[src/logic/adram_params.svh]
`ifndef ADRAM_PARAMS_SVH
`define ADRAM_PARAMS_SVH
// Clock period in ns
`define ADRAM_CLK_NS 40
// Strobe phase widths in ns
`define ADRAM_T_PRE_NS 120
`define ADRAM_T_RCD_NS 40
`define ADRAM_T_CAS_NS 160
`define ADRAM_T_REF_NS 200
// Refresh interval in ns, 2 ms over 128 rows
`define ADRAM_T_RFI_NS 15600
// Power-up wait in ns
`define ADRAM_T_PWR_NS 500000
// Dummy cycles after power-up
`define ADRAM_DUMMY_CNT 8
// Derived cycle counts, least times rounded up
`define ADRAM_CYC(ns) (((ns) + `ADRAM_CLK_NS - 1) / `ADRAM_CLK_NS)
// Longest interval rounded down
`define ADRAM_RFI_CYC (`ADRAM_T_RFI_NS / `ADRAM_CLK_NS)
`define ADRAM_PWR_CYC `ADRAM_CYC(`ADRAM_T_PWR_NS)
`endif

[src/logic/adram_pkg.sv]
package adram_pkg;
    // Request from the user side
    typedef struct packed {
        logic write;
        logic [15:0] addr;
        logic [3:0] wdata;
    } adram_req_type;
    // Pin group, strobes active low, plus the multiplexed address
    typedef struct packed {
        logic ras_n;
        logic cas_n;
        logic we_n;
        logic ref_n;
        logic [7:0] addr;
    } adram_pins_type;
endpackage : adram_pkg

[src/logic/adram_ctrl.sv]
`timescale 1ns/1ps
`include "adram_params.svh"
module adram_ctrl
    import adram_pkg::*;
#(
    parameter int unsigned PWR_CYC = `ADRAM_PWR_CYC,
    parameter int unsigned RFI_CYC = `ADRAM_RFI_CYC
) (
    input wire logic SYS_CLK,
    input wire logic RESET_N,
    input wire logic REQ_VALID,
    input wire adram_req_type REQ,
    output logic REQ_READY,
    output logic RD_VALID,
    output logic [3:0] RD_DATA,
    output logic INIT_DONE,
    output adram_pins_type DRAM,
    output logic [3:0] DQ_OUT,
    output logic DQ_OE,
    input wire logic [3:0] DQ_IN
);
    localparam int unsigned PRE_CYC = `ADRAM_CYC(`ADRAM_T_PRE_NS);
    localparam int unsigned RCD_CYC = `ADRAM_CYC(`ADRAM_T_RCD_NS);
    localparam int unsigned CAS_CYC = `ADRAM_CYC(`ADRAM_T_CAS_NS);
    localparam int unsigned REF_CYC = `ADRAM_CYC(`ADRAM_T_REF_NS);
    // Power wait preload, so the wait starts straight from reset
    localparam logic [18:0] PWR_LOAD = 19'(PWR_CYC - 1);

    typedef enum logic [2:0] {ST_PWR, ST_IDLE, ST_ROW, ST_COL, ST_REF, ST_PRE} adram_state_type;

    // ****************************************
    // State and registers
    // ****************************************
    adram_state_type state_q, state_d;
    logic [18:0] cnt_q, cnt_d;
    logic [18:0] rfi_q;
    logic [3:0] dummy_q;
    logic ref_pend_q;
    logic write_q;
    logic [15:0] addr_q;
    logic [3:0] wdata_q;
    logic [3:0] dq_s1_q, dq_s2_q;
    adram_pins_type pins_q, pins_d;
    logic ready_q, rvalid_q, init_q, oe_q;
    logic [3:0] rdata_q;

    // Phase timeout helper
    function automatic logic [18:0] cyc(input int unsigned n);
        cyc = n[18:0] - 19'h00001;
    endfunction : cyc

    wire cnt_zero = (cnt_q == 19'h00000);
    wire take_req = (state_q == ST_IDLE) && !ref_pend_q && REQ_VALID && init_q;
    wire go_ref = (state_q == ST_IDLE) && (ref_pend_q || !init_q);
    wire rfi_hit = (rfi_q == 19'h00000);
    wire col_end = (state_q == ST_COL) && cnt_zero;
    wire ref_end = (state_q == ST_REF) && cnt_zero;
    wire pwr_end = (state_q == ST_PWR) && cnt_zero;
    wire dummy_last = (dummy_q == 4'h1);

    // ****************************************
    // Sequencer
    // ****************************************
    always_comb begin
        state_d = state_q;
        cnt_d = cnt_zero ? cnt_q : cnt_q - 19'h00001;
        pins_d = pins_q;
        case (state_q)
            ST_PWR: begin
                if (cnt_zero) begin
                    state_d = ST_IDLE;
                end
            end
            ST_IDLE: begin
                if (go_ref) begin
                    // Automatic refresh with row strobe held high
                    pins_d.ref_n = 1'b0;
                    state_d = ST_REF;
                    cnt_d = cyc(REF_CYC);
                end else if (take_req) begin
                    pins_d.addr = REQ.addr[15:8];
                    pins_d.ras_n = 1'b0;
                    state_d = ST_ROW;
                    cnt_d = cyc(RCD_CYC);
                end
            end
            ST_ROW: begin
                if (cnt_zero) begin
                    pins_d.addr = addr_q[7:0];
                    pins_d.we_n = !write_q; // Early write
                    state_d = ST_COL;
                    // One extra cycle, the column strobe falls a cycle after entry
                    cnt_d = cyc(CAS_CYC + 1);
                end
            end
            ST_COL: begin
                pins_d.cas_n = 1'b0;
                if (cnt_zero) begin
                    pins_d.ras_n = 1'b1;
                    pins_d.cas_n = 1'b1; // No output hold used, released at once
                    pins_d.we_n = 1'b1;
                    state_d = ST_PRE;
                    cnt_d = cyc(PRE_CYC);
                end
            end
            ST_REF: begin
                if (cnt_zero) begin
                    pins_d.ref_n = 1'b1;
                    state_d = ST_PRE;
                    cnt_d = cyc(PRE_CYC);
                end
            end
            ST_PRE: begin
                if (cnt_zero) begin
                    state_d = ST_IDLE;
                end
            end
            default: begin
                state_d = ST_IDLE;
            end
        endcase
    end

    // ****************************************
    // Main registers
    // ****************************************
    always_ff @(posedge SYS_CLK or negedge RESET_N) begin
        if (!RESET_N) begin
            state_q <= ST_PWR;
            cnt_q <= PWR_LOAD;
            pins_q <= '{ras_n: 1'b1, cas_n: 1'b1, we_n: 1'b1, ref_n: 1'b1, addr: 8'h00};
        end else begin
            state_q <= state_d;
            cnt_q <= cnt_d;
            pins_q <= pins_d;
        end
    end

    // Request capture and data drive
    always_ff @(posedge SYS_CLK or negedge RESET_N) begin
        if (!RESET_N) begin
            write_q <= 1'b0;
            addr_q <= 16'h0000;
            wdata_q <= 4'h0;
            oe_q <= 1'b0;
        end else begin
            if (take_req) begin
                write_q <= REQ.write;
                addr_q <= REQ.addr;
                wdata_q <= REQ.wdata;
            end
            oe_q <= take_req ? REQ.write : (col_end ? 1'b0 : oe_q);
        end
    end

    // ****************************************
    // Refresh interval and power-up dummies
    // ****************************************
    always_ff @(posedge SYS_CLK or negedge RESET_N) begin
        if (!RESET_N) begin
            rfi_q <= 19'h00000;
            ref_pend_q <= 1'b0;
            dummy_q <= 4'h0;
            init_q <= 1'b0;
        end else begin
            rfi_q <= rfi_hit ? cyc(RFI_CYC) : rfi_q - 19'h00001;
            ref_pend_q <= (rfi_hit && init_q) || (ref_pend_q && !go_ref);
            if (pwr_end) begin
                dummy_q <= 4'(`ADRAM_DUMMY_CNT);
            end else if (ref_end && !init_q && dummy_q != 4'h0) begin
                dummy_q <= dummy_q - 4'h1;
                init_q <= dummy_last;
            end
        end
    end

    // ****************************************
    // Read data return
    // ****************************************
    always_ff @(posedge SYS_CLK or negedge RESET_N) begin
        if (!RESET_N) begin
            dq_s1_q <= 4'h0;
            dq_s2_q <= 4'h0;
            rvalid_q <= 1'b0;
            rdata_q <= 4'h0;
            ready_q <= 1'b0;
        end else begin
            dq_s1_q <= DQ_IN;
            dq_s2_q <= dq_s1_q;
            rvalid_q <= col_end && !write_q;
            if (col_end && !write_q) begin
                rdata_q <= dq_s2_q;
            end
            ready_q <= (state_d == ST_IDLE) && init_q && !ref_pend_q && !(rfi_hit && init_q) && !take_req;
        end
    end

    assign REQ_READY = ready_q;
    assign RD_VALID = rvalid_q;
    assign RD_DATA = rdata_q;
    assign INIT_DONE = init_q;
    assign DRAM = pins_q;
    assign DQ_OUT = wdata_q;
    assign DQ_OE = oe_q;
endmodule : adram_ctrl

[config.mk]
export PLATFORM = sky130hd
export DESIGN_NAME = adram_ctrl
export DESIGN_NICKNAME = d
export VERILOG_FILES = /design/src/logic/adram_pkg.sv /design/src/logic/adram_ctrl.sv
export VERILOG_INCLUDE_DIRS = /design/src /design/src/logic
export SDC_FILE = /design/constraint.sdc
export NUM_CORES = 1
export LEC_CHECK = 0
export BUFFER_PORTS_ARGS = -buffer_cell sky130_fd_sc_hd__buf_2
export CELL_PAD_IN_SITES_DETAIL_PLACEMENT = 1
export CELL_PAD_IN_SITES_GLOBAL_PLACEMENT = 2
export CORE_MARGIN = 2
export CORE_UTILIZATION = 34
export DETAILED_ROUTE_END_ITERATION = 8
export PLACE_DENSITY_LB_ADDON = 0.12
export SKIP_LAST_GASP = 1
export SYNTH_ARGS = -nofsm -noshare
export SYNTH_HDL_FRONTEND = slang
export SYNTH_SLANG_ARGS = --single-unit
[constraint.sdc]
create_clock -name SYS_CLK -period 2.6 [get_ports SYS_CLK]
set_input_delay 0 -clock SYS_CLK [delete_from_list [all_inputs] [get_ports SYS_CLK]]
set_output_delay 0 -clock SYS_CLK [all_outputs]
set_load 0.01 [all_outputs]
==> metrics.log <==
INFO  metric count_of_max_cap_constraint_violations = 0
INFO  metric ys_warn_count = 0
INFO  metric final_cell_mix = sky130_fd_sc_hd__dfrtp_1 (76), sky130_fd_sc_hd__buf_2 (50), sky130_fd_sc_hd__nor2_1 (38), sky130_fd_sc_hd__nand2_1 (29), sky130_fd_sc_hd__dlygate4sd3_1 (27)
INFO  metric worst_ep_required_time = 2.86 ns
INFO  metric detailroute.via_count = just over 3k
INFO  metric share_of_post_route_cells_with_drive_strength_above_1 = 0.2803
INFO  metric antenna-diode-count = 0
INFO  metric post-route-drc-count = 0
INFO  metric synthArstFlopShare = 1.000
INFO  metric timing.critical_path.cells = inv_1 -> ha_1 -> or3b_2 -> or3_4 -> nor2_4 -> inv_2 -> ha_1 -> nand2_1 -> o21ai_0 -> a221oi_2
INFO  metric total_leakage_power = roughly 2.4 nW
INFO  metric run_status = completed
INFO  metric critical_path.startpoint_type = flip-flop
INFO  metric initial_utilization = 0.3488
INFO  metric grtUsageTotal = 0.1629
INFO  metric yosys_most_used_dff = sky130_fd_sc_hd__dfrtp_1
INFO  metric critical_path_class = reg -> reg
INFO  metric h-tree-depth = 3
INFO  metric finalSetupViolations = 0
INFO  metric ff2ff_setup_slack = around 0.07 ns
INFO  metric drt_first_pass_iters = 4
INFO  metric finalWirelength = approximately 9600 um
INFO  metric hold_viol_final = 0
INFO  metric cts_buffers = 9
INFO  metric detailedPlace.worstSlack = 0.0004428 ns
INFO  metric synth_area = ~4000 um^2
INFO  metric synth.distinct_cells = 53
INFO  metric crit_fanout = 4
INFO  metric post_synth_inst_count = between 300 and 400
INFO  metric synth_sequential_area_ratio = 0.5501
INFO  metric slew-limit-headroom = 0.5795
INFO  metric drt-initial-drc-count = ~120
INFO  metric place.detailed.hpwl = around 6500 um
INFO  metric mostFrequentLayoutCell = sky130_fd_sc_hd__dfrtp_1
INFO  metric placement.io_buffers = between 50 and 60
INFO  metric power-per-cell-area = roughly 560 nW/um^2
INFO  metric die_x = about 110 um
INFO  metric postSynthNetCount = 404
INFO  metric die_height = roughly 110 um
INFO  metric tightestPinTransition = approximately 0.63 ns
INFO  metric detail_route.vias_per_cell = roughly 5.0
INFO  metric grt_max_degree = between 40 and 50
INFO  metric final_antenna_net_count = 0
INFO  metric clkLatencyLatePin = between 0.3 and 0.4 ns
INFO  metric finish.net_count = 506
INFO  metric multiInputGateArea = between 1500 and 2000 um^2
INFO  metric max_clock_freq = around 0.40 GHz
INFO  metric grt_antenna_before_repair = 0
INFO  metric hold_class = in -> async
INFO  metric area_delta_synth_final = 30.16%
INFO  metric setup_slack = roughly 0.07 ns
INFO  metric synth-edff-count = 0
INFO  metric sequential_cell_area = 2191 um^2
INFO  metric synth.ff_latch_count = 87
INFO  metric tritoncts_clock_tree = yes
INFO  metric ctsLongestPathBuffers = 2
INFO  metric number_of_global_route_vias_before_repair = roughly 3.3k
INFO  metric post_drt_wl_per_cell = about 15 um
INFO  metric fin_worst_hold_slack = between 0.2 and 0.25 ns
INFO  metric synth.avg_cell_area = ~11 um^2
INFO  metric grt_pass1_wl = 16,420 um
INFO  metric std_cell_rows = 39
INFO  metric post-route-period-util = 0.9730
INFO  metric slew_viol_final = 0
INFO  metric cts.root.buffer_cell = sky130_fd_sc_hd__clkbuf_16
INFO  metric postCtsSetupBuffers = 0
INFO  metric top_level_ports = 52
INFO  metric worst_path_arrival_time = ~2.8 ns
INFO  metric cts_clk_pin_slew_worst_paths = 0.07 ns
INFO  metric floorplan.core_area = around 11,000 um^2
INFO  metric critical_path.endpoint_type = flip-flop
INFO  metric skew = 0.008058 ns
INFO  metric die_area = about 13,000 um^2
INFO  metric max-vdd-ir-drop = 0.0003687 V
INFO  metric timing.critical_path.slowest_cell_delay = 0.47 ns
INFO  metric fillCellCount = about 1.3k
INFO  metric setup-tns-final = 0 ns
INFO  metric crit_top_cell = sky130_fd_sc_hd__ha_1
INFO  metric clkSinkCount = just under 90
INFO  metric critical_path.slowest_cell = sky130_fd_sc_hd__or3b_2
INFO  metric grt.overflow.total = 0
INFO  metric gp_congestion = about 0.77
INFO  metric period_needed = around 2.5 ns
## registers in the layout, indices dropped and copies added, names as in the netlist
| name | flops |
|---|---|
| write_q | 1 |
| ref_pend_q | 1 |
| DQ_OE | 1 |
| RD_DATA | 4 |
| state_q | 3 |
| cnt_q | 19 |
| DRAM | 12 |
| dummy_q | 4 |
| dq_s2_q | 4 |
| INIT_DONE | 1 |
| DQ_OUT | 4 |
| RD_VALID | 1 |
| dq_s1_q | 4 |
| REQ_READY | 1 |
| rfi_q | 19 |
| addr_q | 8 |
## routing by layer
metal,GRT usage,share of wire,routed length (um),vias to the layer above
met5,0,0,0,-
li1,-,-,-,1513
met4,0.07236,0.019,184,0
met3,0.03024,0.028,270,15
met1,0.2231,0.49,4647,1538
met2,0.2534,0.47,4456,48
## cell type report
cell class              count  share of cell area
clock inverters             6             0.01786
inverters                  16             0.01159
repair buffers            103              0.1405
flip-flops and latches     87              0.4226
clock buffers              10             0.04610
multi-input cells         256              0.3268
well taps                 143             0.03452
## metrics by stage
stage | power (mW) | std cells | util | area [um^2]
2_1_floorplan | 1.387 | 371 | - | 3990
3_3_place_gp | 1.441 | 578 | 0.4003 | 4571
3_5_place_dp | 1.442 | 578 | 0.4003 | 4571
4_1_cts | 2.936 | 621 | 0.4534 | 5177
5_1_grt | 2.996 | 621 | 0.4540 | 5184
6_report | 2.887 | 621 | 0.4540 | 5184
## report_power, final
part | internal, mW | switching [mW]
logic | 0.0445 | 0.0385
registers | 1.36 | 0.00171
clock network | 0.874 | 0.568
total | 2.28 | 0.608
## timing repair
item,4_1_cts,5_1_grt
endpoints found under the hold margin,65,0
hold buffers,27,0
setup endpoints to repair,5,5
gates resized for setup,1,1
pin swaps,0,1
## Yosys cell counts (4+ instances only)
cell                        n  share of area
sky130_fd_sc_hd__inv_1     16          0.015
sky130_fd_sc_hd__or3_1      5         0.0079
sky130_fd_sc_hd__nand3_1    7         0.0088
sky130_fd_sc_hd__nand4_1    4         0.0063
sky130_fd_sc_hd__nor2_1    39          0.037
sky130_fd_sc_hd__xor2_1    14          0.031
sky130_fd_sc_hd__nor3_1    17          0.021
sky130_fd_sc_hd__nor4_1     7          0.011
sky130_fd_sc_hd__nand2b_1   4         0.0063
sky130_fd_sc_hd__nand2_1   29          0.027
sky130_fd_sc_hd__dfstp_2   11          0.073
sky130_fd_sc_hd__clkbuf_1   8         0.0075
sky130_fd_sc_hd__mux2_4     4          0.015
sky130_fd_sc_hd__a21oi_1   13          0.016
sky130_fd_sc_hd__mux2i_1    9          0.023
sky130_fd_sc_hd__or4_1      5         0.0094
sky130_fd_sc_hd__xnor2_1   10          0.022
sky130_fd_sc_hd__mux2_2    13          0.037
sky130_fd_sc_hd__dfrtp_1   76           0.48
sky130_fd_sc_hd__ha_1       5          0.016
sky130_fd_sc_hd__o21ai_0   26          0.033
## cells by family (layout without fill, tap and decap cells)
family | after synthesis | in the layout | share of synthesized area
AND/OR/NAND/NOR | 138 | 138 | 0.1791
flip-flops | 87 | 87 | 0.5501
AO/OA/AOI/OAI | 63 | 63 | 0.09865
buffers and inverters | 28 | 135 | 0.02922
multiplexers | 26 | 26 | 0.07446
XOR/XNOR | 24 | 24 | 0.05278
adder cells (fa/ha/maj) | 5 | 5 | 0.01571
## worst max-delay path, delay by kind of cell, from the launching register on
family / cells / cell delay (ns)
AOI/OAI and AO/OA: 2 / 0.41
DFF: 1 / 0.37
adders and majority gates: 2 / 0.49
and+or+nand+nor: 4 / 1.05
buffers and inverters: 2 / 0.12
## path summary, 6_finish.rpt
| kind | to | cells past startpoint | from |
|---|---|---|---|
| setup / recovery | cnt_q[0] | 10 | cnt_q[0] |
| hold / removal | cnt_q[8] | 2 | RESET_N |
| setup reg to reg | cnt_q[0] | 10 | cnt_q[0] |
| hold reg to reg | dq_s2_q[3] | 0 | dq_s1_q[3] |
| max in group asynchronous | cnt_q[12] | 3 | RESET_N |
| min in group SYS_CLK | dq_s1_q[2] | 2 | DQ_IN[2] |
(Power assumes the default switching activity.)
